File: config.mk
export PLATFORM = sky130hd
export DESIGN_NAME = bsc_cycle_ctrl
export DESIGN_NICKNAME = d
export VERILOG_FILES = /design/src/bsc_pkg.sv /design/src/bsc_cycle_ctrl.sv
export SDC_FILE = /design/constraint.sdc
export NUM_CORES = 1
export LEC_CHECK = 0
export BUFFER_PORTS_ARGS = -buffer_cell sky130_fd_sc_hd__buf_2
export CAP_MARGIN = 25
export CORE_MARGIN = 2
export CORE_UTILIZATION = 54
export CTS_CLUSTER_DIAMETER = 150
export CTS_CLUSTER_SIZE = 10
export DETAILED_ROUTE_END_ITERATION = 10
export PLACE_DENSITY = 0.8
export SETUP_SLACK_MARGIN = 0.2
export SYNTH_ARGS = -nofsm -noshare
export SYNTH_HDL_FRONTEND = slang
export SYNTH_SLANG_ARGS = --single-unit
File: constraint.sdc
create_clock -name sys_clk -period 8.2 [get_ports sys_clk]
set_clock_uncertainty 0.05 [all_clocks]
set_input_delay 0.82 -clock sys_clk [delete_from_list [all_inputs] [get_ports sys_clk]]
set_output_delay 0.82 -clock sys_clk [all_outputs]
set_load 0.03 [all_outputs]
File: src/bsc_pkg.sv
// Purpose: Shared types and constants for the burst SRAM cycle control block.
// Assumes: One clock domain; bus pins are synchronous to sys_clk.
package bsc_pkg;

  localparam int ADDR_W = 16;
  localparam int DATA_W = 32;
  localparam int LANES = 4;
  localparam int LANE_W = 8;

  // Synchronous control pins, sampled together on each edge
  typedef struct packed {
    logic primary_chip_enable_n;
    logic depth_enable_high;
    logic depth_enable_low_n;
    logic processor_address_strobe_n;
    logic controller_address_strobe_n;
    logic burst_advance_n;
    logic all_lanes_write_n;
    logic write_qualifier_n;
    logic [LANES-1:0] byte_lane_write_n;
  } bsc_ctrl_t;

  // Idle bus: unselected, no strobes, no writes
  localparam bsc_ctrl_t CTRL_RST = '{1'b1, 1'b0, 1'b1, 1'b1, 1'b1, 1'b1, 1'b1, 1'b1, 4'hf};

  // Unclocked pins as {output_enable_n, sleep_request, burst_order_select_n}
  localparam logic [2:0] ASYNC_RST = 3'h5;
  localparam int ASYNC_OE = 2;
  localparam int ASYNC_SLEEP = 1;
  localparam int ASYNC_ORDER = 0;

  localparam logic [1:0] CNT_RST = 2'h0;
  localparam logic [1:0] CNT_STEP = 2'h1;

  typedef enum logic [2:0] {
    ST_IDLE = 3'b001,
    ST_ACTIVE = 3'b010,
    ST_SLEEP = 3'b100
  } bsc_state_t;
  localparam int ST_SLEEP_BIT = 2;

  // Lane write enables decoded from the three write controls
  function automatic logic [LANES-1:0] lane_write(input logic all_n, input logic qual_n,
                                                  input logic [LANES-1:0] lane_n);
    logic [LANES-1:0] en;
    en = 4'h0;
    if (!all_n) begin
      en = 4'hf;
    end else if (!qual_n) begin
      en = ~lane_n;
    end
    return en;
  endfunction : lane_write

endpackage : bsc_pkg

File: src/bsc_cycle_ctrl.sv
// Purpose: Cycle control of a pipelined burst SRAM: select, begin, continue, suspend, sleep.
// Assumes: Bus pins synchronous to sys_clk; array read data valid in the same cycle as arr_read.
// Notes: Output enable, sleep and order select are synchronised, so they act two edges late.
`timescale 1ns/1ns
module bsc_cycle_ctrl (
  // Clock and reset
  input wire logic sys_clk,
  input wire logic reset_n,
  // Synchronous bus pins
  input wire bsc_pkg::bsc_ctrl_t ctrl_pins,
  input wire logic [bsc_pkg::ADDR_W-1:0] addr_pins,
  input wire logic [bsc_pkg::DATA_W-1:0] data_lanes_in,
  output logic [bsc_pkg::DATA_W-1:0] data_lanes_out,
  output logic data_lanes_oe,
  // Unclocked pins
  input wire logic output_enable_n,
  input wire logic sleep_request,
  input wire logic burst_order_select_n,
  // Array side
  output logic [bsc_pkg::ADDR_W-1:0] arr_addr,
  output logic [bsc_pkg::DATA_W-1:0] arr_wdata,
  output logic [bsc_pkg::LANES-1:0] arr_lane_we,
  output logic arr_read,
  input wire logic [bsc_pkg::DATA_W-1:0] arr_rdata,
  // Status
  output logic low_power
);

  bsc_pkg::bsc_ctrl_t ctrl_reg;
  logic [bsc_pkg::ADDR_W-1:0] addr_reg;
  logic [bsc_pkg::DATA_W-1:0] din_reg;
  logic [2:0] async_s1_reg;
  logic [2:0] async_s2_reg;
  bsc_pkg::bsc_state_t state_reg;
  bsc_pkg::bsc_state_t state_next;
  logic [bsc_pkg::ADDR_W-1:0] base_reg;
  logic [1:0] cnt_reg;
  logic [1:0] cnt_next;
  logic [bsc_pkg::ADDR_W-1:0] arr_addr_reg;
  logic [bsc_pkg::ADDR_W-1:0] addr_next;
  logic [bsc_pkg::DATA_W-1:0] arr_wdata_reg;
  logic [bsc_pkg::LANES-1:0] arr_we_reg;
  logic arr_read_reg;
  logic [bsc_pkg::DATA_W-1:0] dout_reg;
  logic oe_reg;

  // Input registers; the pins are on our clock so no synchroniser is needed
  always_ff @(posedge sys_clk or negedge reset_n) begin
    if (!reset_n) begin
      ctrl_reg <= bsc_pkg::CTRL_RST;
      addr_reg <= '0;
      din_reg <= '0;
    end else begin
      ctrl_reg <= ctrl_pins;
      addr_reg <= addr_pins;
      din_reg <= data_lanes_in;
    end
  end

  // Two-flop synchroniser for the unclocked pins; only stage two is read
  always_ff @(posedge sys_clk or negedge reset_n) begin
    if (!reset_n) begin
      async_s1_reg <= bsc_pkg::ASYNC_RST;
      async_s2_reg <= bsc_pkg::ASYNC_RST;
    end else begin
      async_s1_reg <= {output_enable_n, sleep_request, burst_order_select_n};
      async_s2_reg <= async_s1_reg;
    end
  end

  wire oe_n_s = async_s2_reg[bsc_pkg::ASYNC_OE];
  wire sleep_s = async_s2_reg[bsc_pkg::ASYNC_SLEEP];
  wire linear_s = ~async_s2_reg[bsc_pkg::ASYNC_ORDER];
  wire awake = ~sleep_s;

  wire selected = ~ctrl_reg.primary_chip_enable_n & ctrl_reg.depth_enable_high &
                  ~ctrl_reg.depth_enable_low_n;
  // processor strobe blocked by primary enable
  wire processor_address_strobe_n_act = ~ctrl_reg.processor_address_strobe_n & ~ctrl_reg.primary_chip_enable_n;
  wire controller_address_strobe_n_act = ~ctrl_reg.controller_address_strobe_n;
  wire strobe = processor_address_strobe_n_act | controller_address_strobe_n_act;

  wire [bsc_pkg::LANES-1:0] lane_wr = bsc_pkg::lane_write(ctrl_reg.all_lanes_write_n,
      ctrl_reg.write_qualifier_n, ctrl_reg.byte_lane_write_n);
  wire is_write = |lane_wr;

  wire go_desel = awake & strobe & ~selected;
  wire go_rd = awake & selected & (processor_address_strobe_n_act | (controller_address_strobe_n_act & ~is_write));
  wire go_wr = awake & selected & ~processor_address_strobe_n_act & controller_address_strobe_n_act & is_write;
  wire go_begin = go_rd | go_wr;
  wire burst_on = (state_reg == bsc_pkg::ST_ACTIVE);
  wire go_cont = awake & burst_on & ~strobe & ~ctrl_reg.burst_advance_n;
  wire go_susp = awake & burst_on & ~strobe & ctrl_reg.burst_advance_n;
  wire go_acc = go_begin | go_cont | go_susp;
  wire acc_write = go_begin ? go_wr : is_write;

  // burst counter; suspend holds the count
  assign cnt_next = go_begin ? bsc_pkg::CNT_RST :
                    go_cont ? 2'(cnt_reg + bsc_pkg::CNT_STEP) : cnt_reg;
  wire [1:0] lo_lin = 2'(base_reg[1:0] + cnt_next);
  wire [1:0] lo_ilv = base_reg[1:0] ^ cnt_next;
  assign addr_next = go_begin ? addr_reg :
                     {base_reg[bsc_pkg::ADDR_W-1:2], linear_s ? lo_lin : lo_ilv};

  // a deselect must not wake the device; only a read or write begin does
  wire desel_idle = go_desel & ~state_reg[bsc_pkg::ST_SLEEP_BIT];

  // state: sleep wins, low power holds until a command
  assign state_next = sleep_s ? bsc_pkg::ST_SLEEP :
                      go_begin ? bsc_pkg::ST_ACTIVE :
                      desel_idle ? bsc_pkg::ST_IDLE : state_reg;

  // Burst state and base address
  always_ff @(posedge sys_clk or negedge reset_n) begin
    if (!reset_n) begin
      state_reg <= bsc_pkg::ST_IDLE;
      base_reg <= '0;
      cnt_reg <= bsc_pkg::CNT_RST;
    end else begin
      state_reg <= state_next;
      base_reg <= go_begin ? addr_reg : base_reg;
      cnt_reg <= cnt_next;
    end
  end

  // Array access issue; stored contents are untouched while idle or asleep
  always_ff @(posedge sys_clk or negedge reset_n) begin
    if (!reset_n) begin
      arr_addr_reg <= '0;
      arr_we_reg <= '0;
      arr_read_reg <= 1'b0;
      arr_wdata_reg <= '0;
    end else begin
      arr_addr_reg <= go_acc ? addr_next : arr_addr_reg;
      arr_we_reg <= (go_acc & acc_write) ? lane_wr : '0;
      arr_read_reg <= go_acc & ~acc_write;
      arr_wdata_reg <= din_reg;
    end
  end

  // output register loads one edge after the array read
  // drive only for reads with enable low and awake
  always_ff @(posedge sys_clk or negedge reset_n) begin
    if (!reset_n) begin
      dout_reg <= '0;
      oe_reg <= 1'b0;
    end else begin
      dout_reg <= arr_read_reg ? arr_rdata : dout_reg;
      oe_reg <= arr_read_reg & ~oe_n_s & ~sleep_s;
    end
  end

  assign data_lanes_out = dout_reg;
  assign data_lanes_oe = oe_reg;
  assign arr_addr = arr_addr_reg;
  assign arr_wdata = arr_wdata_reg;
  assign arr_lane_we = arr_we_reg;
  assign arr_read = arr_read_reg;
  assign low_power = state_reg[bsc_pkg::ST_SLEEP_BIT];
endmodule : bsc_cycle_ctrl

# Word level (Yosys, flattened, before mapping)
# Cells that the tools add are included.
[word_totals] ff_bits=173 input_bits=97 out_inout_bits=87
[op_classes] n_addsub=2 eq_ne=1 mux=11 n_bitwise=40 n_reduce_logical=2
[op_table] operator="1-bit bitwise AND" n=20
[op_table] operator="16-bit 2-to-1 mux" n=1
[op_table] operator="1-bit NOT" n=13
[op_table] operator="4-bit 2-to-1 mux" n=3
[op_table] operator="3-bit 2-to-1 mux" n=3
[op_table] operator="2-bit 2-to-1 mux" n=3
[op_table] operator="1-bit OR" n=5
[op_table] operator="4-bit NOT" n=1
[op_table] operator="4-bit OR reduction" n=1
[op_table] operator="3-bit by 2-bit equality test with 1-bit output, second input constant" n=1
[op_table] operator="3-bit nonzero test" n=1
[op_table] operator="2-bit by 1-bit adder with 2-bit output, second input constant" n=1
[op_table] operator="2-bit adder" n=1
[op_table] operator="2-bit XOR" n=1
[op_table] operator="1-bit 2-to-1 mux" n=1

# Longest topological paths before layout
# Gate-level depths: netlist of the first run.
[depth] depth_word=13 ltp_mapped=9 mapped_depth_nobuf=7

# Least setup slack after synthesis of the first run
# No wires, ideal clock.
[synth_path] path_type="register to register" start="register state_reg[2]" end="register arr_addr_reg (netlist bit arr_addr[1])" t_arrival_ns=2.791 t_required_ns=8.024 slack_ns=5.234 path_stages_with_launch=9 cell_sequence="dfrtp_1 or4b_1 clkbuf_1 or4_1 a21oi_1 ha_1 nor2b_1 xnor3_1 a221o_1"
[synth_between] elab_chain_cells=9 elab_cells_between_ends=13
[synth_lines] item="start, declared" line="bsc_cycle_ctrl.sv:34" text="bsc_pkg::bsc_state_t state_reg;"
[synth_lines] item="start signal, assigned" line="bsc_cycle_ctrl.sv:116" text="state_reg <= bsc_pkg::ST_IDLE;"
[synth_lines] item="start signal, assigned" line="bsc_cycle_ctrl.sv:120" text="state_reg <= state_next;"
[synth_lines] item="3-bit by 2-bit equality test with 1-bit output" line="bsc_cycle_ctrl.sv:91" text="wire burst_on = (state_reg == bsc_pkg::ST_ACTIVE);"
[synth_lines] item="1-bit bitwise AND (3 in a row)" line="bsc_cycle_ctrl.sv:92" text="wire go_cont = awake & burst_on & ~strobe & ~ctrl_reg.burst_advance_n;"
[synth_lines] item="2-bit 2-to-1 mux" line="bsc_cycle_ctrl.sv:99" text="go_cont ? 2'(cnt_reg + bsc_pkg::CNT_STEP) : cnt_reg;"
[synth_lines] item="2-bit 2-to-1 mux" line="bsc_cycle_ctrl.sv:98" text="assign cnt_next = go_begin ? bsc_pkg::CNT_RST :"
[synth_lines] item="via cnt_next[0]" line="bsc_cycle_ctrl.sv:38" text="logic [1:0] cnt_next;"
[synth_lines] item="2-bit adder" line="bsc_cycle_ctrl.sv:100" text="wire [1:0] lo_lin = 2'(base_reg[1:0] + cnt_next);"
[synth_lines] item="2-bit 2-to-1 mux" line="bsc_cycle_ctrl.sv:103" text="{base_reg[bsc_pkg::ADDR_W-1:2], linear_s ? lo_lin : lo_ilv};"
[synth_lines] item="16-bit 2-to-1 mux" line="bsc_cycle_ctrl.sv:102" text="assign addr_next = go_begin ? addr_reg :"
[synth_lines] item="end signal, assigned" line="bsc_cycle_ctrl.sv:134" text="arr_addr_reg <= go_acc ? addr_next : arr_addr_reg;"
[synth_lines] item="end, declared" line="bsc_cycle_ctrl.sv:39" text="logic [bsc_pkg::ADDR_W-1:0] arr_addr_reg;"
# The timed path passes the listed nets, and every way through them passes these cells.
# A chain may end at the register's enable or synchronous reset.

# Worst setup path after layout of the first run
[layout_path] start="register async_s2_reg[1]" end="register arr_addr_reg (netlist bit arr_addr[1])"
[layout_between] elab_chain_cells=10 elab_cells_between_ends=19
[layout_lines] item="start, declared" line="bsc_cycle_ctrl.sv:33" text="logic [2:0] async_s2_reg;"
[layout_lines] item="start signal, assigned" line="bsc_cycle_ctrl.sv:64" text="async_s2_reg <= bsc_pkg::ASYNC_RST;"
[layout_lines] item="start signal, assigned" line="bsc_cycle_ctrl.sv:67" text="async_s2_reg <= async_s1_reg;"
[layout_lines] item="1-bit NOT *" line="bsc_cycle_ctrl.sv:74" text="wire awake = ~sleep_s;"
[layout_lines] item="1-bit bitwise AND" line="bsc_cycle_ctrl.sv:88, bsc_cycle_ctrl.sv:89"
[layout_lines] item="1-bit bitwise AND (3 in a row)" line="bsc_cycle_ctrl.sv:89" text="wire go_wr = awake & selected & ~processor_address_strobe_n_act & controller_address_strobe_n_act & is_write;"
[layout_lines] item="1-bit OR" line="bsc_cycle_ctrl.sv:90" text="wire go_begin = go_rd | go_wr;"
[layout_lines] item="2-bit 2-to-1 mux *" line="bsc_cycle_ctrl.sv:98"
[layout_lines] item="via cnt_next[0]" line="bsc_cycle_ctrl.sv:38"
[layout_lines] item="2-bit adder *" line="bsc_cycle_ctrl.sv:100"
[layout_lines] item="2-bit 2-to-1 mux *" line="bsc_cycle_ctrl.sv:103"
[layout_lines] item="16-bit 2-to-1 mux *" line="bsc_cycle_ctrl.sv:102"
# Mark *: on every way through the listed nets, which the timed path passes. The rest lies on a longest branch.

==> summary.txt, run 1 <==
Routed WL - 11.4 mm
Starting Density - 55.4%
IO Port Bufs - 183
first-pass GRT wire length - 17.9 mm
LEAKAGE - 0.00350 uW
initial antenna violation count - 0
Clock transition at path regs - 0.07 ns
vias in the first global route - 3576
overall routing resource usage - 21.2%
DRC - 0
syn_area_per_cell - 16.4 um^2
Worst-Margin Slew - 0.994 ns
Layout Cells excl Fill - 683
CTS-repair resized insts - 0
total gr overflow - 0
CTS Hold Bufs - 0
pin count of the biggest net entering global routing - 90
I/O pin count - 184
minimum clock period - 3.28 ns
routed length per placed instance - 16.7 um
Critical Path End Type - flip-flop
leading cell type in the layout, fill and taps excluded - buf_2
Max VDD drop - 0.190 mV
Final setup viols - 0
vias after detailed routing - 3490
post-synthesis sequential area ratio - 76.4%
DR pass1 iterations - 4
hpwl dp - 7.57 mm
fmax - 305 MHz
initial drt markers - 126
Final Hold Viols - 0
Crit Path Class - flip-flop to flip-flop
post-synth cell types - 36
antenna cells - 0
GPL Wtd Cong - 0.812
vias per cell - 5.11
# clock sinks - 173
Yosys Warn Count - 0
H-tree depth - 4
die area - 11400 um^2
RSZ-0062 raised after global routing - false
Worst Path Arrival - 3.64 ns
Mapped Cells - 347
status - completed
CTS tree - done
Setup TNS Final - 0 ns
Max-cap violations - 0
DRT antenna net count - 0
maximum clock path buffer count - 2
core area - 10300 um^2
worst skew pair latency - 0.52 ns
Syn Nets - 445
fill count - 724
Die W - 107 um
Area Overhead vs Synth - 28.3%
Die Ht - 107 um
Rows - 37
nets - 632
TritonCTS buffer count - 17
layout cells sized above 1 - 51.9%
Critical Path RT - 8.56 ns
crit share post-route - 40.0%
Max FO, Critical Path - 19
Slew Limit Fails - 0
Multi-input gate area - 1240 um^2
Worst Setup Start Kind - flip-flop
Hold WC Path Type - input port to asynchronous set/reset pin
dpl cells - 649
commonest cells after routing, fill and taps aside - 182 x buf_2, 157 x dfrtp_1, 34 x mux2_2
root buf cell - clkbuf_8
mapped cell area - 5690 um^2
Pwr Density - 292 nW/um^2
Worst slew margin - 33.5%
flops & latches, synth - 173
post-CTS setup buffers - 0
register area - 4350 um^2
Yosys cell counts, drive strengths merged:
master   instances  area (um^2)
mux2i            1         10.0
or4              1         7.51
o21ai           22          110
a21oi            2         10.0
nor2             5         18.8
inv              1         3.75
o22ai            1         6.26
buf              4         45.0
nor4b            1         15.0
dfrtp          157         3930
o21a             1         7.51
o32ai            1         8.76
nand3           16         80.1
a2bb2oi          2         17.5
ha               1         12.5
a41o             1         10.0
nor2b            2         12.5
mux2            47          578
dfstp           16          420
o31ai            1         7.51
or2              1         6.26
xnor3            1         22.5
and3b            1         8.76
o21bai           1         7.51
nor3            15         75.1
clkbuf          16         60.1
a31oi           15         93.8
a21o             1         7.51
and2             5         31.3
nor3b            2         15.0
nand2            1         3.75
or4b             2         20.0
xnor2            1         8.76
a221o            1         10.0
nand4b           1         8.76
per-stage QoR:
step	area, um^2	utilization (%)	hold slack, ns	power [uW]	worst slack [ns]
global route	7300	71.0	0.302	2220	4.73
detailed placement	6710	65.3	0.285	1400	4.92
floorplan	5690	-	0.281	1260	5.23
CTS	7260	70.7	0.278	2150	4.91
finish	7300	71.0	0.263	2130	4.92
global placement	6710	65.3	0.282	1390	5.03
layer usage:
layer	vias to the layer above	GRT usage (%)	routed length, um
li1	1582	-	-
met1	1746	25.0	4290
met2	142	34.5	5950
met3	20	9.91	956
met4	0	6.86	205
met5	-	0	0
worst max-delay path: stages (launching register included):
cell and delay [ns]:
dfrtp_1 0.46, or4b_1 0.84, or4_1 0.57, a21oi_1 0.20, ha_1 0.16, nor2b_1 0.14, xnor3_1 0.39, a221o_1 0.35
cell type report:
cell class                 instances  share of cell area, %
sequential                       173                   59.6
multi-input combinational        153                   17.0
timing repair buffer             188                   13.4
clock buffer                      18                   5.86
tap                              136                   2.33
clock inverter                    14                   1.73
inverter                           1                 0.0514
path summary, 6_finish.rpt:
path	startpoint	endpoint	slack, ns	depth (start not counted)
max	async_s2_reg[1]$_DFF_PN0_	arr_addr[1]$_DFFE_PN0P_	4.92	7
min	reset_n	din_reg[8]$_DFF_PN0_	0.26	1
max reg2reg	async_s2_reg[1]$_DFF_PN0_	arr_addr[1]$_DFFE_PN0P_	4.92	7
min reg2reg	din_reg[7]$_DFF_PN0_	arr_wdata[7]$_DFF_PN0_	0.30	0
max in group asynchronous	reset_n	ctrl_reg[8]$_DFF_PN1_	6.68	3
min in group sys_clk	din_reg[7]$_DFF_PN0_	arr_wdata[7]$_DFF_PN0_	0.30	0
cell families (layout without fill, tap and decap cells):
logic type	after synthesis	after routing	share of synthesized area, %
flops	173	173	76.4
buf+inv	21	221	1.91
mux	48	48	10.3
compound gates	49	49	5.21
fa+ha+maj	1	1	0.220
simple gates	53	53	5.32
xor+xnor	2	2	0.550
power breakdown:
part | switching [uW] | internal [uW]
clock network | 351 | 393
registers | 56.0 | 962
logic | 230 | 136
Power figures use the tool's default switching activity.
==> run 2: changes to the inputs <==
Settings changed: ABC_AREA from default to 1, CORE_UTILIZATION 54 to 44, PLACE_DENSITY 0.8 to 0.7.
Clock period 8.2 ns to 2.7 ns, I/O delays scaled along.
==> summary.txt, run 2 <==
Yosys Warn Count - 0
FF-to-FF setup slack - 0.50 ns
Setup TNS Final - 0 ns
hpwl dp - 7.20 mm
overall routing resource usage - 18.3%
Worst-Margin Slew - 0.585 ns
DRT antenna net count - 0
Pwr Density - 796 nW/um^2
Hold WC Path Type - input port to flip-flop
Syn Nets - 473
status - completed
Yosys top cell by area - dfrtp_1
DRC - 0
Multi-input gate area - 988 um^2
post-synthesis sequential area ratio - 79.7%
initial antenna violation count - 0
core area - 12100 um^2
async set-reset flop share out of synthesis - 100%
Max VDD drop - 0.503 mV
Area Overhead vs Synth - 44.1%
Max FO, Critical Path - 10
I/O pin count - 184
Critical Path End Type - flip-flop
flops & latches, synth - 173
Yosys top cell area share - 72.0%
initial drt markers - 147
pin count of the biggest net entering global routing - 62
Die W - 115 um
DR pass1 iterations - 4
TritonCTS buffer count - 17
syn_area_per_cell - 14.6 um^2
GPL Wtd Cong - 0.755
Slew Limit Fails - 0
die area - 13300 um^2
layout cells sized above 1 - 42.4%
vias in the first global route - 3734
post-layout util - 65.2%
Starting Density - 45.3%
worst skew pair latency - 0.42 ns
post-synth cell types - 24
Max-cap violations - 0
crit share post-route - 81.6%
LEAKAGE - 0.00412 uW
Worst Setup Start Kind - flip-flop
Main synth FF type - dfrtp_1
total gr overflow - 0
Die Ht - 115 um
Mapped Cells - 375
most numerous cell in the Yosys netlist - dfrtp_1
vias after detailed routing - 3584
Worst slew margin - 61.0%
post-CTS setup buffers - 0
fmax - 454 MHz
top post-synthesis cells by count - 157 x dfrtp_1, 101 x nand2_1, 32 x mux2_2
Routed WL - 11.6 mm
fill count - 889
Clock transition at path regs - 0.06 ns
Worst Path Arrival - 2.50 ns
CTS tree - done
Final setup viols - 0
nets - 736
routed length per placed instance - 14.1 um
register area - 4350 um^2
Final Hold Viols - 0
minimum clock period - 2.20 ns
maximum clock path buffer count - 2
Synth area leaders - dfrtp_1 72%, dfstp_2 7.7%, nand2_1 6.9%, mux2_2 6.6%, inv_1 0.96%
mapped cell area - 5460 um^2
leading cell type in the layout, fill and taps excluded - buf_2
Rows - 40
Critical Path RT - 3.00 ns
EDFF count, synth - 0
IO Port Bufs - 183
root buf cell - clkbuf_16
first-pass GRT wire length - 18.0 mm
vias per cell - 4.38
antenna cells - 0
commonest cells after routing, fill and taps aside - 182 x buf_2, 157 x dfrtp_1, 101 x nand2_1
Crit Path Class - flip-flop to flip-flop
RSZ-0062 raised after global routing - false
H-tree depth - 4
# clock sinks - 173
## run 2: changes by cell type after synthesis, sizes merged, moves of 3 or more
cell	before	now
mux2	47	32
nand3	16	8
a21oi	2	5
inv	1	17
nand2	1	101
clkbuf	16	1
a31oi	15	0
and2	5	0
nor3	15	1
buf	4	8
o21ai	22	6
nor2	5	16
## run 2: final timing paths
path	startpoint	to	cells past startpoint
min	arr_rdata[10]	data_lanes_out[10]$_DFFE_PN0P_	2
max	ctrl_reg[9]$_DFF_PN1_	arr_addr[1]$_DFFE_PN0P_	13
min reg2reg	din_reg[16]$_DFF_PN0_	arr_wdata[16]$_DFF_PN0_	0
max reg2reg	ctrl_reg[9]$_DFF_PN1_	arr_addr[1]$_DFFE_PN0P_	13
min in group asynchronous	reset_n	data_lanes_out[17]$_DFFE_PN0P_	2
max in group asynchronous	reset_n	ctrl_reg[1]$_DFF_PN1_	3
## run 2: critical path, stage by stage (launching register included)
cell	delay, ns
dfstp_2	0.37
nor3b_2	0.29
nand2_1	0.15
nor2_4	0.27
inv_2	0.06
o21ai_0	0.07
a21oi_1	0.08
ha_1	0.18
nand2_1	0.08
xor2_1	0.19
inv_1	0.06
nand3_1	0.08
nand3_1	0.07
a21oi_1	0.13
## run 2: where the power goes
group,internal (uW),switching (uW),total (uW)
combinational,281,488,769
sequential,2820,89.2,2910
clock,1620,959,2580
## run 2: cell families (layout without fill, tap and decap cells)
kind of cell	Yosys count	in the layout	share of synthesized area, %
xor+xnor	1	1	0.160
compound gates	12	12	1.15
fa+ha+maj	1	1	0.229
flops	173	173	79.7
buf+inv	26	302	2.22
mux	32	32	6.60
simple gates	130	130	9.97
## run 2: layout make-up
cell class / instances / share of cell area, %
clock buffers: 21 / 5.98
well taps: 168 / 2.67
inverters: 17 / 0.811
repair buffers: 253 / 20.6
flip-flops and latches: 173 / 55.3
multi-input cells: 176 / 12.6
clock inverters: 11 / 2.08
## run 2: repair_timing
action,4_1_cts,5_1_grt
setup endpoints to repair,0,0
endpoints found under the hold margin,100,0
hold buffers,64,0
resized for setup,0,0
## run 2: routing by layer
metal	share of wire, %	GRT usage (%)
met5	0	0
met2	51	31.0
met1	41	21.6
met4	1.8	7.47
met3	6.5	5.96
## run 2: through the flow
step                power, uW  area (um^2)  cells  worst slack (ns)  hold WS, ns
global placement         3630         6590    723             0.640        0.146
detailed placement       3650         6590    723             0.525        0.149
finish                   6260         7870    819             0.498       0.0285
global route             6530         7870    819             0.311       0.0141
floorplan                3350         5460    375             0.650      -0.0756
CTS                      6320         7870    819             0.502      0.00977
==> run 3: changes to the inputs <==
Settings changed: ABC_AREA 1 to 0, CORE_UTILIZATION 44 to 50, PLACE_DENSITY 0.7 to 0.75.
Clock period 2.7 ns to 2.18 ns, I/O delays scaled along.
==> summary.txt, run 3 (synthesis results as in run 1) <==
status - finished with violations
failing checks - setup timing
Worst R2R Path Depth - 7
Worst Setup Start Kind - flip-flop
Worst R2R Start - async_s2_reg[1]$_DFF_PN0_
Max VDD drop - 0.813 mV
Reg power frac - 44.9%
FF-to-FF setup slack - -0.41 ns
LEAKAGE - 0.00419 uW
Max FO, Critical Path - 2
IO Port Bufs - 183
Rows - 38
initial drt markers - 204
Switching Power - 2500 uW
Slew Limit Fails - 0
commonest cells after routing, fill and taps aside - 182 x buf_2, 156 x dfrtp_1, 96 x dlygate4sd3_1
H-tree depth - 4
DRC - 0
post-layout util - 81.4%
overall routing resource usage - 25.4%
Worst Path Arrival - 2.84 ns
minimum clock period - 2.59 ns
pin count of the biggest net entering global routing - 64
leading cell type in the layout, fill and taps excluded - buf_2
Clk pwr share - 35.0%
Max-cap violations - 0
die area - 12200 um^2
Worst-Margin Slew - 0.570 ns
DR pass1 iterations - 4
initial antenna violation count - 0
Starting Density - 51.8%
TritonCTS buffer count - 17
delay-heaviest family, CP - simple AND/OR/NAND/NOR gates
FF-to-FF End - arr_addr[1]$_DFFE_PN0P_
Routed WL - 15.4 mm
dpl cells - 671
Net Sw Frac - 29.2%
final hold slack - 0.288 ns
nets - 762
Critical Path End Type - flip-flop
Internal - 6050 uW
DRT antenna net count - 0
final critical-path setup slack - -0.408 ns
worst skew pair latency - 0.42 ns
Pwr Total - 8550 uW
Crit Path Class - flip-flop to flip-flop
antenna cells - 0
crit share post-route - 119%
root buf cell - clkbuf_16
CP peak stage delay - 0.54 ns
layout cells sized above 1 - 50.4%
total gr overflow - 0
crit-path cells - or4b_4 -> or4_4 -> a21oi_4 -> ha_4 -> nor2b_4 -> xnor3_1 -> a221o_1
GPL Wtd Cong - 0.796
Die Ht - 111 um
CP bufs+invs - 0
CTS tree - done
Final Hold Viols - 0
combinational power share - 20.1%
vias after detailed routing - 4140
Slowest-stage cell, CP - or4b_4
Hold WC Path Type - input port to asynchronous set/reset pin
Final setup viols - 36
vias in the first global route - 4532
Layout Cells excl Fill - 817
Area Overhead vs Synth - 57.1%
first-pass GRT wire length - 23.9 mm
Worst slew margin - 62.0%
RSZ-0062 raised after global routing - true
vias per cell - 5.07
Pwr Density - 957 nW/um^2
fmax - 386 MHz
core area - 11000 um^2
I/O pin count - 184
Clock transition at path regs - 0.07 ns
# clock sinks - 173
hpwl dp - 8.12 mm
routed length per placed instance - 18.8 um
Die W - 111 um
maximum clock path buffer count - 2
Critical Path RT - 2.43 ns
[run 3: area by class of cell]
cell class	instances	area, um^2
flip-flops and latches	173	4350
clock buffers	21	470
clock inverters	11	121
fillers	555	2040
well taps	140	175
repair buffers	318	2330
multi-input cells	153	1490
inverters	1	3.75
[run 3: timing repair]
item | 4_1_cts | 5_1_grt
pin swaps | 6 | 8
endpoints found under the hold margin | 141 | 1
hold buffers | 95 | 1
setup endpoints to repair | 36 | 38
resized for setup | 30 | 15
gates cloned | 4 | 0
buffers inserted | 8 | 7
[run 3: metal layers]
metal / global-route usage [%] / share of wire, % / wire length [um]
met1: 29.3 / 37 / 5710
met2: 43.5 / 53 / 8230
met3: 8.09 / 6.6 / 1020
met4: 11.2 / 2.8 / 427
met5: 0 / 0 / 0
[run 3: worst max path at each step]
| stage | startpoint | endpoint | slack, ns | depth (start not counted) |
|---|---|---|---|---|
| after detailed placement | async_s2_reg[1]$_DFF_PN0_ | arr_addr[1]$_DFFE_PN0P_ | -0.48 | 7 |
| after CTS | async_s2_reg[1]$_DFF_PN0_ | arr_addr[1]$_DFFE_PN0P_ | -0.38 | 7 |
| after global placement | state_reg[2]$_DFFE_PN0P_ | arr_addr[1]$_DFFE_PN0P_ | -0.37 | 7 |
| after floorplan | state_reg[2]$_DFFE_PN0P_ | arr_addr[1]$_DFFE_PN0P_ | -0.57 | 8 |
| after global routing | state_reg[2]$_DFFE_PN0P_ | arr_addr[1]$_DFFE_PN0P_ | -0.45 | 7 |
| final | async_s2_reg[1]$_DFF_PN0_ | arr_addr[1]$_DFFE_PN0P_ | -0.41 | 7 |
[run 3: metrics by stage]
stage | TNS, ns | instance area [um^2] | setup WS, ns
floorplan | -0.746 | 5730 | -0.575
global placement | -0.596 | 6910 | -0.368
detailed placement | -1.57 | 6910 | -0.478
CTS | -2.87 | 8800 | -0.385
global route | -9.85 | 8940 | -0.449
finish | -8.23 | 8940 | -0.408
[run 3: power by group through the flow]
stage,Clock (uW),Combinational (uW),Sequential [uW]
final,3000,1720,3840
after global routing,3190,1800,3880
after CTS,3030,1640,3830
after detailed placement,0,1430,3870
after global placement,0,1400,3850
after floorplan,0,367,4380
